$ cat src/inc/cie_map.vh
// Register offsets, field positions and reset values for the CAN irq block
`ifndef CIE_MAP_VH
`define CIE_MAP_VH
`define CIE_IDX_RX_IRQ_EN    4'h5
`define CIE_IDX_TX_EMPTY     4'h6
`define CIE_IDX_TX_IRQ_EN    4'h7
`define CIE_IDX_ABORT_REQ    4'h8
`define CIE_IDX_ABORT_ACK    4'h9
`define CIE_IDX_STATUS       4'h4
`define CIE_IDX_CTRL         4'hc
`define CIE_RST_RX_IRQ_EN    8'h00
`define CIE_RST_TX_EMPTY     3'h7
`define CIE_RST_TX_IRQ_EN    3'h0
`define CIE_RST_ABORT        3'h0
`define CIE_BIT_WAKE_IE      7
`define CIE_BIT_BSC_IE       6
`define CIE_BIT_OVR_IE       1
`define CIE_BIT_RXF_IE       0
`define CIE_FLD_RX_SENS_HI   5
`define CIE_FLD_RX_SENS_LO   4
`define CIE_FLD_TX_SENS_HI   3
`define CIE_FLD_TX_SENS_LO   2
`define CIE_BIT_FLAG_BSC     6
`define CIE_BIT_CTRL_LISTEN  0
`define CIE_BIT_CTRL_INIT_REQUEST  1
`define CIE_NBUF             3
`define CIE_CNT_WARN         9'd96
`define CIE_CNT_ERR          9'd128
`define CIE_CNT_BOFF         9'd256
`define CIE_ST_OK            2'b00
`define CIE_ST_WARN          2'b01
`define CIE_ST_ERR           2'b10
`define CIE_ST_BOFF          2'b11
`endif

$ cat src/design/cie_top.v
// CAN irq enables, transmit empty flags and abort logic, Wishbone slave
// Contract
// - Rx irq enable reset and locked in init
// - Sensitivity fields survive init mode
// - Wake enable gates wake event to irq
// - Status change enable gates error irq
// - Rx state sensitivity filters flag setting
// - Tx state sensitivity filters flag setting
// - State indicators update only when flag clear
// - Overrun enable gates error irq
// - Rx full enable gates receive irq
// - Rx bus-off follows tx, recovers with tx
// - Empty flags write-one-clear, reset in init
// - Flag set again on sent or aborted
// - Transmit irq while empty and enabled
// - Clear empty clears ack; set clears request
// - Listen-only refuses clearing, blocks start
// - Block buffer access while scheduled
// - Bits 7-3 of tx registers read zero
// - Abort granted only before start or failure
// - Granted abort sets empty and ack
// - Software cannot clear abort request
// - Ack tells aborted from sent
// - Tx enable, request, ack reset in init
// - Tx state encodes error count thresholds
// - Flag set on bus state change
`timescale 1ns/1ps
`include "cie_map.vh"
module cie_top (
   // Clock and reset
   input  wire       clk_i,
   input  wire       rst_i,
   // Wishbone slave
   input  wire       wb_cyc_i,
   input  wire       wb_stb_i,
   input  wire       wb_we_i,
   input  wire [3:0] wb_adr_i,
   input  wire [7:0] wb_dat_i,
   output reg  [7:0] wb_dat_o,
   output reg        wb_ack_o,
   // Mode handshake
   output reg        init_request_o,
   input  wire       init_ack_i,
   output reg        listen_only_o,
   // Receive side flags and error counters
   input  wire       wake_flag_i,
   input  wire       overrun_flag_i,
   input  wire       rx_frame_ready_i,
   input  wire [8:0] tx_err_cnt_i,
   input  wire [8:0] rx_err_cnt_i,
   // Transmit engine
   input  wire [2:0] tx_sent_i,
   input  wire [2:0] tx_abort_ok_i,
   output reg  [2:0] tx_pending_o,
   output reg  [2:0] abort_request_o,
   output reg  [2:0] buf_blocked_o,
   // Interrupts
   output reg        wake_irq_o,
   output reg        err_irq_o,
   output reg        rx_irq_o,
   output reg        tx_irq_o
);
   localparam NB = `CIE_NBUF;

   reg  [7:0]    rx_irq_en_r;
   reg  [1:0]    sens_rx_r;
   reg  [1:0]    sens_tx_r;
   reg           bsc_flag_r;
   reg  [1:0]    rx_bus_state_r;
   reg  [1:0]    tx_bus_state_r;
   reg  [NB-1:0] tx_slot_empty_r;
   reg  [NB-1:0] tx_irq_en_r;
   reg  [NB-1:0] abort_req_r;
   reg  [NB-1:0] abort_ack_r;
   reg  [2:0]    wake_s_r;
   reg  [2:0]    ovr_s_r;
   reg  [2:0]    rxf_s_r;
   reg           wake_m_r;
   reg           ovr_m_r;
   reg           rxf_m_r;
   reg  [7:0]    rd_nxt;
   wire [1:0]    tx_raw;
   wire [1:0]    rx_raw;
   wire          in_init;
   wire          wr;
   wire          rx_chg;
   wire          tx_chg;
   wire [NB-1:0] clr_req;
   wire [NB-1:0] set_empty;

   cie_state_enc u_enc (
      .clk_i        (clk_i),
      .rst_i        (rst_i),
      .tx_err_cnt_i (tx_err_cnt_i),
      .rx_err_cnt_i (rx_err_cnt_i),
      .tx_raw_o     (tx_raw),
      .rx_raw_o     (rx_raw)
   );

   // Sensitivity test: does a move old->new count
   function hit;
      input [1:0] sens;
      input [1:0] o;
      input [1:0] n;
      begin
         case (sens)
            2'b01:   hit = (o == `CIE_ST_BOFF) != (n == `CIE_ST_BOFF);
            2'b10:   hit = (o[1]) != (n[1]);
            2'b11:   hit = (o != n);
            default: hit = 1'b0;
         endcase
      end
   endfunction

   assign in_init = init_request_o & init_ack_i;
   assign wr      = wb_cyc_i & wb_stb_i & wb_we_i & ~wb_ack_o;
   assign rx_chg  = hit(sens_rx_r, rx_bus_state_r, rx_raw);
   assign tx_chg  = hit(sens_tx_r, tx_bus_state_r, tx_raw);
   assign clr_req = (wr && wb_adr_i == `CIE_IDX_TX_EMPTY && !listen_only_o)
                    ? wb_dat_i[NB-1:0] : {NB{1'b0}};

   // Pin-side flags: three stages, change taken when last two agree
   always @(posedge clk_i) begin
      if (rst_i) begin
         wake_s_r <= 3'b000;
         ovr_s_r  <= 3'b000;
         rxf_s_r  <= 3'b000;
         wake_m_r <= 1'b0;
         ovr_m_r  <= 1'b0;
         rxf_m_r  <= 1'b0;
      end else begin
         wake_s_r <= {wake_s_r[1:0], wake_flag_i};
         ovr_s_r  <= {ovr_s_r[1:0], overrun_flag_i};
         rxf_s_r  <= {rxf_s_r[1:0], rx_frame_ready_i};
         wake_m_r <= (wake_s_r[2] == wake_s_r[1]) ? wake_s_r[2] : wake_m_r;
         ovr_m_r  <= (ovr_s_r[2] == ovr_s_r[1]) ? ovr_s_r[2] : ovr_m_r;
         rxf_m_r  <= (rxf_s_r[2] == rxf_s_r[1]) ? rxf_s_r[2] : rxf_m_r;
      end
   end

   // Control register and status change flag
   always @(posedge clk_i) begin
      if (rst_i) begin
         init_request_o <= 1'b1;
         listen_only_o  <= 1'b0;
         rx_irq_en_r    <= `CIE_RST_RX_IRQ_EN;
         sens_rx_r      <= 2'b00;
         sens_tx_r      <= 2'b00;
         bsc_flag_r     <= 1'b0;
         rx_bus_state_r <= `CIE_ST_OK;
         tx_bus_state_r <= `CIE_ST_OK;
      end else begin
         if (wr && wb_adr_i == `CIE_IDX_CTRL) begin
            listen_only_o  <= wb_dat_i[`CIE_BIT_CTRL_LISTEN];
            init_request_o <= wb_dat_i[`CIE_BIT_CTRL_INIT_REQUEST];
         end
         if (in_init) begin
            rx_irq_en_r <= `CIE_RST_RX_IRQ_EN;
         end else if (wr && wb_adr_i == `CIE_IDX_RX_IRQ_EN) begin
            rx_irq_en_r <= wb_dat_i;
            sens_rx_r   <= wb_dat_i[`CIE_FLD_RX_SENS_HI:`CIE_FLD_RX_SENS_LO];
            sens_tx_r   <= wb_dat_i[`CIE_FLD_TX_SENS_HI:`CIE_FLD_TX_SENS_LO];
         end
         // Sensitivity kept apart so init cannot touch it
         // States frozen while the flag is pending
         if (!bsc_flag_r) begin
            rx_bus_state_r <= rx_raw;
            tx_bus_state_r <= tx_raw;
            if (rx_chg || tx_chg)
               bsc_flag_r <= 1'b1;
         end else if (!in_init && wr && wb_adr_i == `CIE_IDX_STATUS &&
                      wb_dat_i[`CIE_BIT_FLAG_BSC]) begin
            bsc_flag_r <= 1'b0;
         end
         if (in_init)
            bsc_flag_r <= 1'b0;
      end
   end

   // Per-buffer transmit flags
   genvar g;
   generate
      for (g = 0; g < NB; g = g + 1) begin : g_buf
         assign set_empty[g] = tx_sent_i[g] |
                               (tx_abort_ok_i[g] & abort_req_r[g]);
         always @(posedge clk_i) begin
            if (rst_i || in_init) begin
               tx_slot_empty_r[g] <= 1'b1;
               tx_irq_en_r[g]     <= 1'b0;
               abort_req_r[g]     <= 1'b0;
               abort_ack_r[g]     <= 1'b0;
            end else begin
               if (wr && wb_adr_i == `CIE_IDX_TX_IRQ_EN)
                  tx_irq_en_r[g] <= wb_dat_i[g];
               if (set_empty[g]) begin
                  tx_slot_empty_r[g] <= 1'b1;
                  abort_req_r[g]     <= 1'b0;
                  abort_ack_r[g]     <= ~tx_sent_i[g];
               end else if (clr_req[g]) begin
                  tx_slot_empty_r[g] <= 1'b0;
                  abort_ack_r[g]     <= 1'b0;
               end else if (wr && wb_adr_i == `CIE_IDX_ABORT_REQ &&
                            wb_dat_i[g] && !tx_slot_empty_r[g]) begin
                  abort_req_r[g] <= 1'b1;
               end
            end
         end
      end
   endgenerate

   // Read mux, bits 7-3 of tx registers zero
   always @* begin
      rd_nxt = 8'h00;
      case (wb_adr_i)
         `CIE_IDX_STATUS:
            rd_nxt = {1'b0, bsc_flag_r, rx_bus_state_r, tx_bus_state_r,
                      2'b00};
         `CIE_IDX_RX_IRQ_EN:
            rd_nxt = {rx_irq_en_r[7:6], sens_rx_r, sens_tx_r,
                      rx_irq_en_r[1:0]};
         `CIE_IDX_TX_EMPTY:  rd_nxt = {5'h00, tx_slot_empty_r};
         `CIE_IDX_TX_IRQ_EN: rd_nxt = {5'h00, tx_irq_en_r};
         `CIE_IDX_ABORT_REQ: rd_nxt = {5'h00, abort_req_r};
         `CIE_IDX_ABORT_ACK: rd_nxt = {5'h00, abort_ack_r};
         `CIE_IDX_CTRL:
            rd_nxt = {5'h00, in_init, init_request_o, listen_only_o};
         default:            rd_nxt = 8'h00;
      endcase
   end

   always @(posedge clk_i) begin
      if (rst_i) begin
         wb_ack_o        <= 1'b0;
         wb_dat_o        <= 8'h00;
         tx_pending_o    <= 3'h0;
         abort_request_o <= 3'h0;
         buf_blocked_o   <= 3'h0;
         wake_irq_o      <= 1'b0;
         err_irq_o       <= 1'b0;
         rx_irq_o        <= 1'b0;
         tx_irq_o        <= 1'b0;
      end else begin
         wb_ack_o <= wb_cyc_i & wb_stb_i & ~wb_ack_o;
         wb_dat_o <= rd_nxt;
         tx_pending_o <= listen_only_o ? 3'h0 : ~tx_slot_empty_r;
         abort_request_o <= abort_req_r;
         buf_blocked_o   <= ~tx_slot_empty_r;
         wake_irq_o <= wake_m_r & rx_irq_en_r[`CIE_BIT_WAKE_IE];
         err_irq_o  <= (bsc_flag_r & rx_irq_en_r[`CIE_BIT_BSC_IE]) |
                       (ovr_m_r & rx_irq_en_r[`CIE_BIT_OVR_IE]);
         rx_irq_o   <= rxf_m_r & rx_irq_en_r[`CIE_BIT_RXF_IE];
         tx_irq_o   <= |(tx_slot_empty_r & tx_irq_en_r);
      end
   end
endmodule

$ cat src/design/cie_state_enc.v
// Error counter to bus state encoder, registered
`timescale 1ns/1ps
`include "cie_map.vh"
module cie_state_enc (
   // Clock and reset
   input  wire       clk_i,
   input  wire       rst_i,
   // Counters
   input  wire [8:0] tx_err_cnt_i,
   input  wire [8:0] rx_err_cnt_i,
   // Raw states
   output reg  [1:0] tx_raw_o,
   output reg  [1:0] rx_raw_o
);
   function [1:0] enc;
      input [8:0] c;
      begin
         if (c >= `CIE_CNT_BOFF)
            enc = `CIE_ST_BOFF;
         else if (c >= `CIE_CNT_ERR)
            enc = `CIE_ST_ERR;
         else if (c >= `CIE_CNT_WARN)
            enc = `CIE_ST_WARN;
         else
            enc = `CIE_ST_OK;
      end
   endfunction

   always @(posedge clk_i) begin
      if (rst_i) begin
         tx_raw_o <= `CIE_ST_OK;
         rx_raw_o <= `CIE_ST_OK;
      end else begin
         tx_raw_o <= enc(tx_err_cnt_i);
         // Receiver mirrors bus-off of the transmitter
         if (enc(tx_err_cnt_i) == `CIE_ST_BOFF)
            rx_raw_o <= `CIE_ST_BOFF;
         else if (enc(rx_err_cnt_i) == `CIE_ST_BOFF)
            rx_raw_o <= `CIE_ST_ERR;
         else
            rx_raw_o <= enc(rx_err_cnt_i);
      end
   end
endmodule

$ cat config.mk
export PLATFORM = sky130hd
export DESIGN_NAME = cie_top
export DESIGN_NICKNAME = d
export VERILOG_FILES = /design/src/design/cie_top.v /design/src/design/cie_state_enc.v
export VERILOG_INCLUDE_DIRS = /design/src /design/src/inc
export SDC_FILE = /design/constraint.sdc
export NUM_CORES = 1
export LEC_CHECK = 0
export BUFFER_PORTS_ARGS = -buffer_cell sky130_fd_sc_hd__buf_2
export CORE_ASPECT_RATIO = 1.4
export CORE_MARGIN = 1.5
export CORE_UTILIZATION = 50
export DETAILED_ROUTE_END_ITERATION = 7
export HOLD_SLACK_MARGIN = 0.05
export PLACE_DENSITY_LB_ADDON = 0.2
export SLEW_MARGIN = 20
export SYNTH_ARGS = -nofsm -noshare
export SYNTH_HDL_FRONTEND = slang
export SYNTH_SLANG_ARGS = --single-unit
$ cat constraint.sdc
create_clock -name clk_i -period 4 [get_ports clk_i]
set_input_delay 0.8 -clock clk_i [delete_from_list [all_inputs] [get_ports clk_i]]
set_output_delay 0.8 -clock clk_i [all_outputs]
set_load 0.02 [all_outputs]
==> results.cfg, run 1 <==
[run_status]
status = finished, final reports clean

[layout]
fin_area_um2 = 3080
diodes = 0
layout.nets = 356
final_cell_mix = 65 x dfxtp_1, 58 x buf_2, 37 x nor2_1
drive_above_1_share_pct = 27.5
layout_commonest_cell = dfxtp_1
multiInputGateArea_um2 = 1140
area_delta_synth_final_pct = 22.8
seqCellArea_um2 = 1300
fillers = 411

[global_route]
busiest_layer = met2
grt_pass1_vias = 1901
grtUsageMet2_pct = 36.4
grt_max_degree = 45
grt_pass1_wl_um = 8560
overflow = 0
grt.met3_usage_pct = 5.58
grt.total_usage_pct = 20.8
grt_util_met1_pct = 21.9
antenna_found_initial = 0

[clock_network]
cts.repair.resized = 0
clock_latency_ns = 0.35
root_buffer = clkbuf_8
postCtsSetupBuffers = 0
cts_tree = yes
cts-buffers-inserted = 9
clk_path_buf_depth = 2
cts_hold_buf = 0
cts.reportedPaths.clkPinSlew_ns = 0.07
cts.sinks = 65
htreeDepth = 3

[critical_path]
cp-end-kind = register
r2r_setup_slack_ns = 2.31
worstSetupPathType = in -> reg
worstPathArrival_ns = 2.33
crit_slowest_cell = buf_2
r2r_start = wb_ack_o$_SDFF_PP0_
crit_path_end = abort_ack_r[1]$_SDFFE_PP0P_
cpPeakStageDelay_ns = 0.59
path_max_fanout = 44
worstPathRequired_ns = 4.24
worstPathCellList = buf_2, a21o_1, nor2_1, and3_1, a31o_2
cp-start-kind = primary input
crit_start = rst_i
reg2reg_depth = 4
r2r_end = abort_req_r[1]$_SDFFE_PP0P_

[synth]
netlist_area_um2 = 2500
yosysWarnings = 0
synthCells = 253
synth_edf_count = 0
ys_seq_area_share_pct = 51.9
ys_async_sr_fraction_pct = 0
synth.ff_latch_count = 65
ys_types = 48
avgSynthCellArea_um2 = 9.90
synth_ff_type = dfxtp_1
syn_nets = 298

[sta]
worstMarginPinSlew_ns = 0.761
finalHoldViolCount = 0
fmax_mhz = 480
setup_violations = 0
finalCritPeriodShare_pct = 52.1
slew_headroom_pct = 49.3
tns_ns = 0
drv_slew = 0
clock_skew_ns = 0.00775
rsz0062_at_grt = false
min_period_ns = 2.08

[floorplanning]
dieArea_um2 = 5450
ios = 69
start_util_pct = 51.7
die_y_um = 86.7
core_um2 = 4840
die_width_um = 62.8
rows = 30

[routing]
wl_per_cell_um = 13.8
vias = 2023
ant_nets = 0
routed_wl_um = 5240
first_pass_iters = 4
avgViaCountPerCell = 5.32
drt_drc_violations_left = 0
drtIter0Drc = 124

[placement]
gp_congestion = 0.865
io_buffers = 58
place_area_um2 = 2820
dp_hpwl_um = 3550

[power]
ir_drop_mv = 0.291
leakage_nw = 1.34
power.density_nw_per_um2 = 466

[hold_path]
hold_class = reg -> reg
hp-start = ovr_s_r[0]$_SDFF_PP0_

[run]
maxCapViolCount = 0
[cell families (layout without fill, tap and decap cells)]
logic type | count (synthesis) | after routing | share of synthesized area [%]
flip-flops | 65 | 65 | 51.9
AND/OR/NAND/NOR | 106 | 106 | 22.7
buffers and inverters | 14 | 77 | 2.60
multiplexers | 24 | 24 | 10.2
AO/OA/AOI/OAI | 42 | 42 | 11.8
XOR/XNOR | 2 | 2 | 0.699
[synth_stat cells, drive strengths merged (3+ instances only)]
master   n  area, um2
a31oi    3       18.8
buf      5       31.3
nand2   15       56.3
nor2b   15       93.8
or2      4       25.0
nand2b   4       25.0
a211oi   3       22.5
nand4    3       18.8
nand3    5       30.0
nor2    37        139
nor3     6       30.0
a22oi    4       30.0
a21oi   12       60.1
mux2i   20        200
clkbuf   6       22.5
mux2     3       33.8
a221o    3       30.0
or4b     3       30.0
inv      3       11.3
and4b    3       30.0
dfxtp   65       1300
o21ai    4       20.0
[report_power, final]
part / switching, W / leakage (nW) / internal, W
registers: 0.00000728 / 0.528 / 0.000657
logic: 0.0000405 / 0.684 / 0.0000322
clock network: 0.000247 / 0.127 / 0.000449
[metal layers]
| metal | routed length, um | up-vias | share of wire (%) |
|---|---|---|---|
| li1 | - | 1016 | - |
| met1 | 2190 | 922 | 42 |
| met2 | 2620 | 72 | 50 |
| met3 | 271 | 13 | 5.2 |
| met4 | 151 | 0 | 2.9 |
| met5 | 0 | - | 0 |
[area by class of cell]
cell class,instances,area share (%)
Timing Repair Buffer,58,9.44
Sequential cell,65,42.3
Clock inverter,4,3.21
Clock buffer,12,5.04
Multi-Input combinational cell,174,37.0
Inverter,3,0.366
Tap cell,64,2.60
[registers in the layout (all words and copies together) (netlist names), 3 cells and up]
signal and count:
wb_dat_o 8, rx_irq_en_r 4, abort_ack_r 3, abort_req_r 3, abort_request_o 3, buf_blocked_o 3, ovr_s_r 3, rxf_s_r 3
tx_irq_en_r 3, tx_pending_o 3, tx_slot_empty_r 3, wake_s_r 3
[critical path, delay by kind of cell]
family,cells,cell delay [ns]
compound gates,2,0.61
buf+inv,1,0.59
simple gates,2,0.32
[worst min path at each step]
stage                     depth (start not counted)                    end  slack (ns)
after floorplan                                   1  ovr_s_r[1]$_SDFF_PP0_        0.41
after global placement                            1  rxf_s_r[1]$_SDFF_PP0_        0.42
after detailed placement                          1  ovr_s_r[1]$_SDFF_PP0_        0.43
after CTS                                         1    wb_ack_o$_SDFF_PP0_        0.44
after global routing                              1  ovr_s_r[1]$_SDFF_PP0_        0.46
final                                             1  ovr_s_r[1]$_SDFF_PP0_        0.44
[metrics by stage]
step	hold WS, ns	instances	worst slack (ns)	power (W)	util (%)
floorplan	0.414	253	2.08	0.000721	-
global placement	0.416	364	1.61	0.000750	58.3
detailed placement	0.428	364	1.58	0.000752	58.3
CTS	0.439	380	1.90	0.00145	63.5
global route	0.463	380	1.79	0.00148	63.5
finish	0.438	380	1.92	0.00143	63.5
No activity file was read; power rests on OpenSTA's default activity.
==> run 2: changes to the inputs <==
==> constraint.sdc (replaced) <==
create_clock -name clk_i -period 2.1 [get_ports clk_i]
set_input_delay 0.42 -clock clk_i [delete_from_list [all_inputs] [get_ports clk_i]]
set_output_delay 0.42 -clock clk_i [all_outputs]
set_load 0.02 [all_outputs]
==> run 2 against run 1 <==
Sequential power grew 91%. Flip-flop and latch count is the same. Non-clock buffer count grew 3. Wire length shrank 1.4%. Largest cell class unchanged. Highest routed layer unchanged.
==> results.cfg, run 2 (same netlist as run 1, synthesis figures left out) <==
[layout]
layout_commonest_cell = dfxtp_1
area_delta_synth_final_pct = 21.3
drive_above_1_share_pct = 28.0
diodes = 0
largest_reg_flops = 8
final_cell_mix = 65 x dfxtp_1, 58 x buf_2, 37 x nor2_1
fillers = 430
utilization_pct = 62.8
largest_register = wb_dat_o
top_regs = wb_dat_o x8, rx_irq_en_r x4
layout.nets = 359

[clock_network]
cts.sinks = 65
root_buffer = clkbuf_8
cts.repair.resized = 0
cts.reportedPaths.clkPinSlew_ns = 0.06
cts-buffers-inserted = 9
cts_tree = yes
postCtsSetupBuffers = 0
cts_hold_buf = 0
htreeDepth = 3
clk_path_buf_depth = 2
clock_latency_ns = 0.34

[floorplanning]
core_um2 = 4840
ios = 69
dieArea_um2 = 5450
start_util_pct = 51.7
rows = 30
die_width_um = 62.8
die_y_um = 86.7

[critical_path]
path_buf_inv = 0
crit_slowest_cell = or4b_1
cpPeakStageDelay_ns = 0.50
worstPathArrival_ns = 1.93
worstPathRequired_ns = 2.38
worstSetupPathType = reg -> reg
worstPathCellList = and4b_1, nand3_2, or4b_1, a21oi_1
path_max_fanout = 8
crit_family = simple AND/OR/NAND/NOR gates
cp-start-kind = register
cp-end-kind = register

[hold_path]
hold_class = in -> reg

[sta]
fmax_mhz = 607
clock_skew_ns = 0.00543
rsz0062_at_grt = false
finalCritPeriodShare_pct = 78.4
setup_violations = 0
slew_headroom_pct = 72.0
worstMarginPinSlew_ns = 0.410
tns_ns = 0
min_period_ns = 1.65
drv_slew = 0
finalHoldViolCount = 0

[global_route]
antenna_found_initial = 0
overflow = 0
grt_max_degree = 44
grt.total_usage_pct = 20.7
grt_pass1_vias = 1936
grt_pass1_wl_um = 8510

[routing]
ant_nets = 0
avgViaCountPerCell = 5.37
routed_wl_um = 5160
drtIter0Drc = 92
vias = 2053
first_pass_iters = 4
drt_drc_violations_left = 0
wl_per_cell_um = 13.5

[power]
ir_drop_mv = 0.642
leakage_nw = 1.33
power.density_nw_per_um2 = 804

[run]
maxCapViolCount = 0

[run_status]
status = finished, final reports clean

[placement]
gp_congestion = 0.882
io_buffers = 58
dp_hpwl_um = 3630
[run 2: final cells by class]
class	count	area, um2	area share (%)
multi-input cells	174	1140	37.5
well taps	64	80.1	2.63
flip-flops and latches	65	1300	42.8
repair buffers	61	313	10.3
inverters	3	11.3	0.371
clock inverters	3	40.0	1.32
clock buffers	12	155	5.10
[run 2: report_power, final]
group | switching (W) | leakage (nW) | total (W) | internal, W
Clock | 0.000434 | 0.102 | 0.00104 | 0.000602
Combinational | 0.0000769 | 0.698 | 0.000140 | 0.0000635
Sequential | 0.0000141 | 0.528 | 0.00127 | 0.00125
[run 2: layer usage]
metal | wire length, um | track usage, % | part of all wire, % | up-vias
met5 | 0 | 0 | 0 | -
met4 | 166 | 13.7 | 3.2 | 0
met3 | 298 | 7.14 | 5.8 | 14
met2 | 2550 | 34.7 | 49 | 68
met1 | 2150 | 22.2 | 42 | 951
li1 | - | - | - | 1020
[run 2: worst paths after layout]
kind                                                     to  cells after the start  slack [ns]                start
worst min-delay path                  ovr_s_r[0]$_SDFF_PP0_                      2        0.28       overrun_flag_i
worst min register to register          wb_ack_o$_SDFF_PP0_                      1        0.43  wb_ack_o$_SDFF_PP0_
worst max-delay path            abort_req_r[1]$_SDFFE_PP0P_                      4        0.45  wb_ack_o$_SDFF_PP0_
worst max register to register  abort_req_r[1]$_SDFFE_PP0P_                      4        0.45  wb_ack_o$_SDFF_PP0_
[run 2: per-stage QoR]
| stage | power (W) | worst slack [ns] | hold slack (ns) | area (um2) | instances |
|---|---|---|---|---|---|
| 2_1_floorplan | 0.00137 | 0.560 | 0.414 | 2500 | 253 |
| 3_3_place_gp | 0.00143 | 0.332 | 0.416 | 2840 | 367 |
| 3_5_place_dp | 0.00143 | 0.319 | 0.426 | 2840 | 367 |
| 4_1_cts | 0.00247 | 0.468 | 0.267 | 3040 | 382 |
| 5_1_grt | 0.00254 | 0.378 | 0.285 | 3040 | 382 |
| 6_report | 0.00244 | 0.453 | 0.281 | 3040 | 382 |
